$ cat src/hdl/usps_cfg.svh
// Register offsets, field positions, reset values and timing figures of the frame scheduler
`ifndef USPS_CFG_SVH
`define USPS_CFG_SVH
`define USPS_SYSTEM_CONFIG_REGISTER_OFS   12'h000
`define USPS_DVSTCTR_OFS  12'h004
`define USPS_FRAME_NUMBER_REGISTER_OFS   12'h008
`define USPS_MSTOP_OFS    12'h00c
`define USPS_PIPE_PAGE    6'h01
`define USPS_NPIPE        10
`define USPS_SYS_MEN_BIT  0
`define USPS_SYS_MCE_BIT  1
`define USPS_SYS_HOST_BIT 2
`define USPS_DV_HOST_BUS_ACTIVITY_BIT_BIT  0
`define USPS_DV_SETUP_REQUEST_BIT_BIT 1
`define USPS_DV_SUSP_BIT  2
`define USPS_DV_RUN_BIT   3
`define USPS_PC_RESP_LSB  0
`define USPS_PC_DIR_BIT   2
`define USPS_PC_TYPE_LSB  3
`define USPS_PC_INTERVAL_SETTING_FIELD_LSB  5
`define USPS_SYS_RST      3'h0
`define USPS_PCFG_RST     8'h00
`define USPS_MSTOP_RST    1'b1
`define USPS_CLK_NS       10
`define USPS_FRAME_NS     1000000
`define USPS_GUARD_NS     20000
`endif

$ cat src/hdl/usps_pkg.sv
// Types shared by the frame interpolation and pipe scheduling logic
package usps_pkg;
  typedef enum logic [1:0] {resp_nak = 2'h0, resp_buf = 2'h1} usps_resp_t;
  typedef enum logic [1:0] {ptype_bulk = 2'h0, ptype_intr = 2'h1, ptype_iso = 2'h2} usps_ptype_t;
  typedef enum logic [1:0] {kind_setup = 2'h0, kind_in = 2'h1, kind_out = 2'h2} usps_kind_t;
  typedef enum logic [2:0] {
    st_idle  = 3'h0,
    st_per   = 3'h1,
    st_setup = 3'h2,
    st_np    = 3'h3,
    st_wait  = 3'h4
  } usps_state_t;
  typedef struct packed {
    logic       valid;
    logic [3:0] pipe;
    usps_kind_t kind;
    logic       zlp;
    logic       discard;
  } usps_txn_t;
  typedef struct packed {
    logic        valid;
    logic [10:0] frnum;
  } usps_sof_t;
  typedef struct packed {
    logic        psel;
    logic        penable;
    logic        pwrite;
    logic [11:0] paddr;
    logic [31:0] pwdata;
  } usps_apb_req_t;
endpackage : usps_pkg

$ cat src/hdl/usps_sched.sv
// Frame interpolation (function mode) and pipe transaction scheduler (host mode)
// Contract
// - Function mode: synthesize a frame event when an expected frame packet is lost.
// - Interpolation starts only after both enable bits are 1 and a frame packet arrives.
// - Power-on reset, bus reset and suspend return interpolation to inactive.
// - After the first frame packet, interpolated frames are timed as one millisecond.
// - After two or more packets, the measured interval becomes the period.
// - No interpolated frames while suspended or while bus reset is received.
// - Interpolated frames drive the frame tick and interval counting like real ones.
// - The 11-bit frame number stays unchanged on interpolated frames.
// - Host mode: transactions only while bus activity is 1; setup on request bit.
// - Bulk and control stages go on buffer response with space or data, no interval.
// - Interrupt and isochronous pipes run only in frames chosen by the interval counter.
// - Isochronous IN issues even with no space; received data is then discarded.
// - Isochronous OUT issues even with no data; a zero-length packet is then sent.
// - After each frame start, scan periodic pipes in order 1,2,6,7,8,9.
// - Then check the default control pipe for a setup transaction.
// - Then scan default control pipe and pipes 1 to 5 for bulk and control stages.
// - Advance after every transaction; repeat the scan while frame time remains.
// - Activity bit 1 starts frames; clearing it stops after the next frame start.
// - Module is stopped after reset; registers open only after release.
//
// The address map and the APB slave port were left to the implementer.
`include "usps_cfg.svh"

module usps_sched #(
  parameter int FRAME_CYC = `USPS_FRAME_NS / `USPS_CLK_NS
) (
  input  wire logic                    clk,
  input  wire logic                    rst_n,
  input  wire usps_pkg::usps_apb_req_t apb_req,
  output logic                         pready,
  output logic [31:0]                  prdata,
  output logic                         pslverr,
  input  wire usps_pkg::usps_sof_t     sof_rx,
  input  wire logic                    bus_reset,
  input  wire logic                    suspend,
  input  wire logic [9:0]              rx_space,
  input  wire logic [9:0]              tx_pend,
  input  wire logic                    txn_done,
  output logic                         frame_tick,
  output logic                         frame_interp,
  output logic                         sof_tx,
  output logic [10:0]                  frame_num,
  output usps_pkg::usps_txn_t          txn
);

  localparam int GUARD_CYC = `USPS_GUARD_NS / `USPS_CLK_NS;

  logic [2:0]                  sys_ff;
  logic                        host_bus_activity_bit_ff;
  logic                        setup_request_bit_ff;
  logic                        mstop_ff;
  logic [7:0]                  pcfg_ff [`USPS_NPIPE];
  logic                        pready_ff;
  logic [31:0]                 prdata_ff;
  logic                        pslverr_ff;
  logic [31:0]                 rdata;
  logic                        mapped;
  logic                        acc_ok;
  logic                        wr_commit;
  logic                        rd_access;
  logic [11:0]                 addr;
  logic [3:0]                  pidx;
  logic                        is_pipe;
  logic                        arm_ff;
  logic                        two_ff;
  logic                        miss_ff;
  logic                        run_ff;
  logic [19:0]                 cnt_ff;
  logic [19:0]                 period_ff;
  logic                        tick_ff;
  logic                        interp_ff;
  logic                        sof_tx_ff;
  logic [10:0]                 frnum_ff;
  logic                        host;
  logic                        dev_en;
  logic                        kill;
  logic                        go;
  logic                        time_left;
  logic [9:0]                  due_ff;
  logic [9:0]                  per_ok;
  logic [9:0]                  np_ok;
  usps_pkg::usps_state_t       st_ff;
  usps_pkg::usps_state_t       ret_ff;
  logic [2:0]                  idx_ff;
  usps_pkg::usps_txn_t         txn_ff;
  logic [3:0]                  cur_p;
  logic                        cur_dir;
  logic                        cur_iso;
  logic                        setup_go;

  function automatic logic [3:0] per_pipe(input logic [2:0] i);
    case (i)
      3'h0:    per_pipe = 4'h1;
      3'h1:    per_pipe = 4'h2;
      3'h2:    per_pipe = 4'h6;
      3'h3:    per_pipe = 4'h7;
      3'h4:    per_pipe = 4'h8;
      default: per_pipe = 4'h9;
    endcase
  endfunction : per_pipe

  assign pready       = pready_ff;
  assign prdata       = prdata_ff;
  assign pslverr      = pslverr_ff;
  assign frame_tick   = tick_ff;
  assign frame_interp = interp_ff;
  assign sof_tx       = sof_tx_ff;
  assign frame_num    = frnum_ff;
  assign txn          = txn_ff;

  // APB decode
  assign addr      = apb_req.paddr;
  assign is_pipe   = (addr[11:6] == `USPS_PIPE_PAGE) && (addr[5:2] < 4'(`USPS_NPIPE));
  assign pidx      = addr[5:2];
  assign acc_ok    = !mstop_ff || (addr == `USPS_MSTOP_OFS);
  assign rd_access = apb_req.psel && apb_req.penable && !pready_ff;
  assign wr_commit = apb_req.psel && apb_req.penable && apb_req.pwrite && pready_ff
                     && acc_ok && mapped;

  always_comb begin
    rdata  = 32'h0000_0000;
    mapped = 1'b1;
    if (is_pipe) begin
      rdata[7:0] = pcfg_ff[pidx];
    end else begin
      case (addr)
        `USPS_SYSTEM_CONFIG_REGISTER_OFS:  rdata[2:0] = sys_ff;
        `USPS_DVSTCTR_OFS: begin
          rdata[`USPS_DV_HOST_BUS_ACTIVITY_BIT_BIT]  = host_bus_activity_bit_ff;
          rdata[`USPS_DV_SETUP_REQUEST_BIT_BIT] = setup_request_bit_ff;
          rdata[`USPS_DV_SUSP_BIT]  = host ? !run_ff : suspend;
          rdata[`USPS_DV_RUN_BIT]   = run_ff;
        end
        `USPS_FRAME_NUMBER_REGISTER_OFS:  rdata[10:0] = frnum_ff;
        `USPS_MSTOP_OFS:   rdata[0] = mstop_ff;
        default:           mapped = 1'b0;
      endcase
    end
  end

  // Answer one cycle into the access phase
  always_ff @(posedge clk or negedge rst_n) begin
    if (!rst_n) begin
      pready_ff  <= 1'b0;
      prdata_ff  <= 32'h0000_0000;
      pslverr_ff <= 1'b0;
    end else begin
      pready_ff <= rd_access;
      if (rd_access) begin
        prdata_ff  <= (acc_ok && mapped) ? rdata : 32'h0000_0000;
        pslverr_ff <= !(acc_ok && mapped);
      end else begin
        pslverr_ff <= 1'b0;
      end
    end
  end

  // Control registers
  always_ff @(posedge clk or negedge rst_n) begin
    if (!rst_n) begin
      sys_ff   <= `USPS_SYS_RST;
      host_bus_activity_bit_ff  <= 1'b0;
      setup_request_bit_ff <= 1'b0;
      mstop_ff <= `USPS_MSTOP_RST;
    end else begin
      if (wr_commit && addr == `USPS_SYSTEM_CONFIG_REGISTER_OFS) begin
        sys_ff <= apb_req.pwdata[2:0];
      end
      if (wr_commit && addr == `USPS_MSTOP_OFS) begin
        mstop_ff <= apb_req.pwdata[0];
      end
      if (wr_commit && addr == `USPS_DVSTCTR_OFS) begin
        host_bus_activity_bit_ff  <= apb_req.pwdata[`USPS_DV_HOST_BUS_ACTIVITY_BIT_BIT];
        setup_request_bit_ff <= apb_req.pwdata[`USPS_DV_SETUP_REQUEST_BIT_BIT];
      end else if (setup_go) begin
        setup_request_bit_ff <= 1'b0;
      end
    end
  end

  assign host   = sys_ff[`USPS_SYS_HOST_BIT];
  assign dev_en = sys_ff[`USPS_SYS_MEN_BIT] && sys_ff[`USPS_SYS_MCE_BIT] && !mstop_ff;
  assign kill   = !dev_en || bus_reset || suspend || host;

  // Frame timing for both modes
  always_ff @(posedge clk or negedge rst_n) begin
    if (!rst_n) begin
      arm_ff    <= 1'b0;
      two_ff    <= 1'b0;
      miss_ff   <= 1'b0;
      run_ff    <= 1'b0;
      cnt_ff    <= 20'h00000;
      period_ff <= 20'(FRAME_CYC);
      tick_ff   <= 1'b0;
      interp_ff <= 1'b0;
      sof_tx_ff <= 1'b0;
      frnum_ff  <= 11'h000;
    end else if (host) begin
      arm_ff    <= 1'b0;
      two_ff    <= 1'b0;
      miss_ff   <= 1'b0;
      period_ff <= 20'(FRAME_CYC);
      interp_ff <= 1'b0;
      tick_ff   <= 1'b0;
      sof_tx_ff <= 1'b0;
      if (!dev_en) begin
        run_ff <= 1'b0;
        cnt_ff <= 20'h00000;
      end else if (!run_ff) begin
        cnt_ff <= 20'h00000;
        if (host_bus_activity_bit_ff) begin
          run_ff <= 1'b1;
        end
      end else if (cnt_ff == 20'(FRAME_CYC - 1)) begin
        cnt_ff    <= 20'h00000;
        sof_tx_ff <= 1'b1;
        tick_ff   <= 1'b1;
        frnum_ff  <= frnum_ff + 11'h001;
        if (!host_bus_activity_bit_ff) begin
          run_ff <= 1'b0;
        end
      end else begin
        cnt_ff <= cnt_ff + 20'h00001;
      end
    end else begin
      run_ff    <= 1'b0;
      sof_tx_ff <= 1'b0;
      if (kill) begin
        arm_ff    <= 1'b0;
        two_ff    <= 1'b0;
        miss_ff   <= 1'b0;
        cnt_ff    <= 20'h00000;
        period_ff <= 20'(FRAME_CYC);
        tick_ff   <= 1'b0;
        interp_ff <= 1'b0;
      end else if (sof_rx.valid) begin
        arm_ff    <= 1'b1;
        cnt_ff    <= 20'h00000;
        tick_ff   <= 1'b1;
        interp_ff <= 1'b0;
        miss_ff   <= 1'b0;
        frnum_ff  <= sof_rx.frnum;
        if (arm_ff && !miss_ff) begin
          period_ff <= cnt_ff + 20'h00001;
          two_ff    <= 1'b1;
        end
      end else if (arm_ff && cnt_ff == period_ff - 20'h00001) begin
        cnt_ff    <= 20'h00000;
        tick_ff   <= 1'b1;
        interp_ff <= 1'b1;
        miss_ff   <= 1'b1;
      end else begin
        tick_ff   <= 1'b0;
        interp_ff <= 1'b0;
        if (arm_ff) begin
          cnt_ff <= cnt_ff + 20'h00001;
        end
      end
    end
  end

  // Per-pipe configuration, interval counting and eligibility
  genvar gi;
  generate
    for (gi = 0; gi < `USPS_NPIPE; gi++) begin : g_pipe
      logic [7:0] ivl_ff;
      logic [2:0] interval_setting_field;
      logic       is_buf;
      logic       dir_out;
      logic       data_ok;
      logic [1:0] ptype;
      assign interval_setting_field    = pcfg_ff[gi][`USPS_PC_INTERVAL_SETTING_FIELD_LSB +: 3];
      assign is_buf  = pcfg_ff[gi][`USPS_PC_RESP_LSB +: 2] == usps_pkg::resp_buf;
      assign dir_out = pcfg_ff[gi][`USPS_PC_DIR_BIT];
      assign ptype   = pcfg_ff[gi][`USPS_PC_TYPE_LSB +: 2];
      assign data_ok = dir_out ? tx_pend[gi] : rx_space[gi];
      assign per_ok[gi] = is_buf && due_ff[gi] && (ptype == usps_pkg::ptype_iso ||
                          (ptype == usps_pkg::ptype_intr && data_ok));
      assign np_ok[gi]  = is_buf && ptype == usps_pkg::ptype_bulk && data_ok;

      always_ff @(posedge clk or negedge rst_n) begin
        if (!rst_n) begin
          pcfg_ff[gi] <= `USPS_PCFG_RST;
        end else if (wr_commit && is_pipe && pidx == 4'(gi)) begin
          pcfg_ff[gi] <= apb_req.pwdata[7:0];
        end
      end

      always_ff @(posedge clk or negedge rst_n) begin
        if (!rst_n) begin
          ivl_ff     <= 8'h00;
          due_ff[gi] <= 1'b0;
        end else if (!is_buf) begin
          ivl_ff     <= 8'h00;
          due_ff[gi] <= 1'b0;
        end else if (tick_ff) begin
          due_ff[gi] <= ivl_ff == 8'h00;
          ivl_ff     <= (ivl_ff == 8'h00) ? (8'h01 << interval_setting_field) - 8'h01 : ivl_ff - 8'h01;
        end else if (txn_ff.valid && txn_ff.pipe == 4'(gi)) begin
          due_ff[gi] <= 1'b0;
        end
      end
    end
  endgenerate

  // Scheduler
  assign go        = host && host_bus_activity_bit_ff && run_ff;
  assign time_left = (FRAME_CYC > GUARD_CYC) && (cnt_ff < 20'(FRAME_CYC - GUARD_CYC));
  assign cur_p     = (st_ff == usps_pkg::st_per) ? per_pipe(idx_ff) : {1'b0, idx_ff};
  assign cur_dir   = pcfg_ff[cur_p][`USPS_PC_DIR_BIT];
  assign cur_iso   = pcfg_ff[cur_p][`USPS_PC_TYPE_LSB +: 2] == usps_pkg::ptype_iso;
  assign setup_go  = go && !sof_tx_ff && st_ff == usps_pkg::st_setup && setup_request_bit_ff;

  always_ff @(posedge clk or negedge rst_n) begin
    if (!rst_n) begin
      st_ff  <= usps_pkg::st_idle;
      ret_ff <= usps_pkg::st_idle;
      idx_ff <= 3'h0;
      txn_ff <= '0;
    end else begin
      txn_ff <= '0;
      if (!go) begin
        st_ff <= usps_pkg::st_idle;
      end else if (sof_tx_ff && st_ff != usps_pkg::st_wait) begin
        st_ff  <= usps_pkg::st_per;
        idx_ff <= 3'h0;
      end else begin
        case (st_ff)
          usps_pkg::st_per: begin
            if (idx_ff == 3'h6) begin
              st_ff <= usps_pkg::st_setup;
            end else begin
              idx_ff <= idx_ff + 3'h1;
              if (per_ok[cur_p]) begin
                txn_ff.valid   <= 1'b1;
                txn_ff.pipe    <= cur_p;
                txn_ff.kind    <= cur_dir ? usps_pkg::kind_out : usps_pkg::kind_in;
                txn_ff.zlp     <= cur_iso && cur_dir && !tx_pend[cur_p];
                txn_ff.discard <= cur_iso && !cur_dir && !rx_space[cur_p];
                ret_ff         <= usps_pkg::st_per;
                st_ff          <= usps_pkg::st_wait;
              end
            end
          end
          usps_pkg::st_setup: begin
            idx_ff <= 3'h0;
            if (setup_request_bit_ff) begin
              txn_ff.valid <= 1'b1;
              txn_ff.pipe  <= 4'h0;
              txn_ff.kind  <= usps_pkg::kind_setup;
              ret_ff       <= usps_pkg::st_np;
              st_ff        <= usps_pkg::st_wait;
            end else begin
              st_ff <= usps_pkg::st_np;
            end
          end
          usps_pkg::st_np: begin
            if (idx_ff == 3'h6) begin
              if (time_left) begin
                idx_ff <= 3'h0;
              end else begin
                st_ff <= usps_pkg::st_idle;
              end
            end else begin
              idx_ff <= idx_ff + 3'h1;
              if (np_ok[cur_p]) begin
                txn_ff.valid <= 1'b1;
                txn_ff.pipe  <= cur_p;
                txn_ff.kind  <= cur_dir ? usps_pkg::kind_out : usps_pkg::kind_in;
                ret_ff       <= usps_pkg::st_np;
                st_ff        <= usps_pkg::st_wait;
              end
            end
          end
          usps_pkg::st_wait: begin
            if (txn_done) begin
              st_ff <= ret_ff;
            end
          end
          usps_pkg::st_idle: begin
            idx_ff <= 3'h0;
          end
          default: st_ff <= usps_pkg::st_idle;
        endcase
      end
    end
  end
endmodule : usps_sched

$ cat config.mk
export PLATFORM = sky130hd
export DESIGN_NAME = usps_sched
export DESIGN_NICKNAME = d
export VERILOG_FILES = /design/src/hdl/usps_pkg.sv /design/src/hdl/usps_sched.sv
export VERILOG_INCLUDE_DIRS = /design/src /design/src/hdl
export SDC_FILE = /design/constraint.sdc
export NUM_CORES = 1
export LEC_CHECK = 0
export BUFFER_PORTS_ARGS = -buffer_cell sky130_fd_sc_hd__buf_4
export CAP_MARGIN = 5
export CORE_MARGIN = 8
export CORE_UTILIZATION = 55
export DETAILED_ROUTE_END_ITERATION = 7
export PLACE_DENSITY = 0.77
export SYNTH_ARGS = -nofsm -noshare
export SYNTH_HDL_FRONTEND = slang
export SYNTH_SLANG_ARGS = --single-unit
$ cat constraint.sdc
create_clock -name clk -period 3.1 [get_ports clk]
set_input_delay 0.465 -clock clk [delete_from_list [all_inputs] [get_ports clk]]
set_output_delay 0.465 -clock clk [all_outputs]
set_load 0.005 [all_outputs]
==> summary.txt <==
Outcome
  • Run status: complete, but fails checks
  • Violated checks: negative setup slack

Die
  • Std cell rows: 63
  • Number of ports placed on the die boundary: 141
  • Chip Width: 189 um
  • Floorplan core area: 29600 um2
  • Initial core utilization: 0.556
  • Area enclosed by the die boundary: 35700 um2
  • Die Y: 189 um

Timing
  • Final sum of negative setup slack: -0.324 ns
  • Worst Slack Setup Final: -0.0350 ns
  • Slew HR: 0.495
  • Pin slew with the least headroom to its limit: 0.757 ns
  • Period utilisation layout: 1.01
  • Final critical-path required period: 3.14 ns
  • Number of setup violations in the final report: 17
  • Slew Viols, Final: 0
  • Setup repair after global routing missed its margin: true
  • Final hold violations: 0
  • Maximum clock rate: 319 MHz
  • Largest clock skew in the final design: 0.0242 ns

Synthesis
  • Total of flip-flops plus latches after synthesis: 263
  • Mapped Cells: 1817
  • Share of synthesized registers carrying an async set or reset: 1.00
  • Most common flop cell mapped by yosys: sky130_fd_sc_hd__dfrtp_1
  • EDFF count, synth: 0
  • Yosys warning count: 0
  • Synth Cell Area: 16400 um2
  • Number of distinct standard cells referenced by the synthesized netlist: 78
  • Sequential fraction of the synthesis area: 0.401
  • Avg Inst Size Synth: 9.05 um2

GRT
  • First-pass GRT wire length: 75900 um
  • Vias in the first global route: 14500
  • GRT Total Usage: 0.256
  • Largest net degree at the start of global routing: 98
  • Antenna violations before repair: 1
  • Overflow left after global routing: 0

Placed design
  • Placed cell areas: 17900 um2
  • Global placer's final weighted congestion: 0.926
  • Number of input and output port buffers inserted: 95
  • Worst setup slack after placement: -0.245 ns
  • DPL Wire Length: 33800 um

Finish
  • Filler cell count: 2353
  • Fraction of layout cells with a size suffix above 1: 0.216
  • Commonest non-fill, non-tap cells in the layout: sky130_fd_sc_hd__dfrtp_1, sky130_fd_sc_hd__nor2_1, sky130_fd_sc_hd__buf_4
  • Layout Area Growth over Synthesis: 16.9%
  • Most common library cell in the layout ignoring fill and taps: sky130_fd_sc_hd__dfrtp_1
  • Final layout net count: 2025
  • Post-route cell area: 19200 um2

Power
  • Maximum resistive drop on vdd: 0.417 mV
  • Leak pwr: 8.04 nW
  • PwrDens: 383 nW/um2

Drt
  • Starting DRT DRC Count: 1475
  • First-pass detailed-route iteration total: 6
  • Routed wire length: 47300 um
  • Routed wire length per instance: 20.2 um
  • Number of vias in the routed layout: 14800
  • Detail Route Antenna Nets: 0
  • Average vias per placed instance: 6.32
  • DRC violation count after routing: 0

Clock tree
  • Clock tree from TritonCTS: done
  • Buffer cell driving the clock tree root: sky130_fd_sc_hd__clkbuf_16
  • Max Buffers Root-to-Sink: 3
  • Number of buffers created by CTS: 29
  • Clock Latency Late Sink: 0.57 ns
  • Worst-path clk slew: 0.06 ns
  • Maximum level of the CTS H-tree: 1
  • Clock sink count: 263

Worst setup path
  • Data required time at the worst endpoint: 3.53 ns
  • Worst EP arrival: 3.57 ns
  • Biggest fanout along the worst timing path: 7
  • Kind of end point of the critical path: flop
  • Classification of the worst setup path: reg -> reg
  • Startpoint Class: flop

Run
  • Number of maximum-capacitance constraint violations: 0

Worst hold path
  • Path type of the worst min-delay path: in -> reg
-- metrics by stage --
step / hold WS (ns) / power, mW / instances / util
floorplan: 0.169 / 3.63 / 1837 / -
global placement: 0.456 / 3.80 / 2276 / 0.605
detailed placement: 0.475 / 3.80 / 2276 / 0.605
CTS: 0.143 / 7.39 / 2334 / 0.643
global route: 0.172 / 7.58 / 2336 / 0.650
finish: 0.167 / 7.36 / 2336 / 0.650
-- cell usage after synthesis, types with 5 or more instances --
cell                       count  area [um2]
sky130_fd_sc_hd__a211o_1       5        43.8
sky130_fd_sc_hd__a211oi_1     41         308
sky130_fd_sc_hd__a21o_1        6        45.0
sky130_fd_sc_hd__a21oi_1      97         485
sky130_fd_sc_hd__a221oi_1      5        43.8
sky130_fd_sc_hd__a22oi_1      11        82.6
sky130_fd_sc_hd__a311oi_1      6        52.6
sky130_fd_sc_hd__a31oi_1      16         100
sky130_fd_sc_hd__a32oi_1       5        43.8
sky130_fd_sc_hd__a41oi_1      15         131
sky130_fd_sc_hd__and2_1       11        68.8
sky130_fd_sc_hd__and3_1       23         144
sky130_fd_sc_hd__and4b_1       9        90.1
sky130_fd_sc_hd__buf_1        16        60.1
sky130_fd_sc_hd__buf_4        21         158
sky130_fd_sc_hd__clkbuf_1     90         338
sky130_fd_sc_hd__dfrtp_1     256        6410
sky130_fd_sc_hd__dfstp_2       7         184
sky130_fd_sc_hd__ha_1         19         238
sky130_fd_sc_hd__inv_1        39         146
sky130_fd_sc_hd__mux2_2       95        1070
sky130_fd_sc_hd__mux2i_1      76         761
sky130_fd_sc_hd__mux4_2       16         360
sky130_fd_sc_hd__nand2_1     121         454
sky130_fd_sc_hd__nand2b_1     42         263
sky130_fd_sc_hd__nand3_1      53         265
sky130_fd_sc_hd__nand3b_1     13        97.6
sky130_fd_sc_hd__nand4_1       7        43.8
sky130_fd_sc_hd__nand4b_1     12         105
sky130_fd_sc_hd__nor2_1      262         983
sky130_fd_sc_hd__nor2b_1      18         113
sky130_fd_sc_hd__nor3_1       62         310
sky130_fd_sc_hd__nor3b_1      17         128
sky130_fd_sc_hd__nor4_1       31         194
sky130_fd_sc_hd__o211ai_1     18         135
sky130_fd_sc_hd__o21ai_0      79         395
sky130_fd_sc_hd__o22ai_1      22         138
sky130_fd_sc_hd__o31ai_1       7        52.6
sky130_fd_sc_hd__or2_2         5        31.3
sky130_fd_sc_hd__or3_1        18         113
sky130_fd_sc_hd__or4_1         7        52.6
sky130_fd_sc_hd__xnor2_1      47         412
sky130_fd_sc_hd__xor2_1       30         263
-- worst paths after layout --
kind | from | end | slack, ns | depth (start not counted)
setup / recovery | period_ff[5] | cnt_ff[8] | -0.04 | 9
hold / removal | sof_rx[11] | frame_interp | 0.17 | 2
setup reg to reg | period_ff[5] | cnt_ff[8] | -0.04 | 9
hold reg to reg | prdata[1] | prdata[1] | 0.49 | 2
max in group asynchronous | rst_n | period_ff[10] | 1.73 | 3
min in group asynchronous | rst_n | g_pipe[3].ivl_ff[4] | 0.48 | 2
-- registers in the layout, indices dropped and copies added (netlist names), 10 cells and up --
register	count
cnt_ff	20
due_ff	10
frame_num	11
g_pipe.dir_out	10
g_pipe.interval_setting_field	30
g_pipe.ivl_ff	80
g_pipe.ptype	20
pcfg_ff	20
period_ff	20
prdata	11
-- report_power, final --
| part | switching, mW | internal, mW |
|---|---|---|
| registers | 0.0131 | 3.44 |
| logic | 0.184 | 0.105 |
| clock network | 1.45 | 2.17 |
| total | 1.64 | 5.72 |
-- repair_timing --
item / 4_1_cts / 5_1_grt
hold endpoints to repair: 52 / 0
setup buffers: 4 / 0
setup endpoints to repair: 33 / 37
hold buffers: 1 / 0
gates cloned: 0 / 1
pin swaps: 6 / 20
gates resized for setup: 21 / 43
-- kinds of logic after synthesis --
| kind of cell | after synthesis | synth area share |
|---|---|---|
| flops | 263 | 0.401 |
| buf+inv | 173 | 0.0455 |
| compound gates | 375 | 0.148 |
| mux | 187 | 0.133 |
| other cells | 1 | 0.000228 |
| simple gates | 722 | 0.216 |
| xor+xnor | 77 | 0.0410 |
| fa+ha+maj | 19 | 0.0145 |
-- worst max-delay path: stages (launching register included) --
cell and delay [ns]:
sky130_fd_sc_hd__dfstp_2 0.37, sky130_fd_sc_hd__or4_4 0.58, sky130_fd_sc_hd__or3_4 0.36, sky130_fd_sc_hd__a211o_1 0.23
sky130_fd_sc_hd__a31o_1 0.21, sky130_fd_sc_hd__a2111o_1 0.40, sky130_fd_sc_hd__a2111oi_4 0.42, sky130_fd_sc_hd__o31a_4 0.25
sky130_fd_sc_hd__clkbuf_16 0.16, sky130_fd_sc_hd__nor2_1 0.05
-- metal layers --
metal	GRT usage	routed length (um)	vias up
li1	-	-	6763
met1	0.337	20000	7272
met2	0.423	22200	600
met3	0.0388	3270	126
met4	0.0947	1830	0
met5	0	0	-
-- layout make-up --
type | instances | area [um2] | area share
diodes | 1 | 2.50 | 0.000130
clock buffers | 40 | 817 | 0.0425
well taps | 390 | 488 | 0.0254
repair buffers | 187 | 1510 | 0.0786
flip-flops and latches | 263 | 6590 | 0.343
inverters | 40 | 150 | 0.00781
clock inverters | 14 | 179 | 0.00931
multi-input cells | 1401 | 9480 | 0.493
Power figures use the tool's default switching activity.
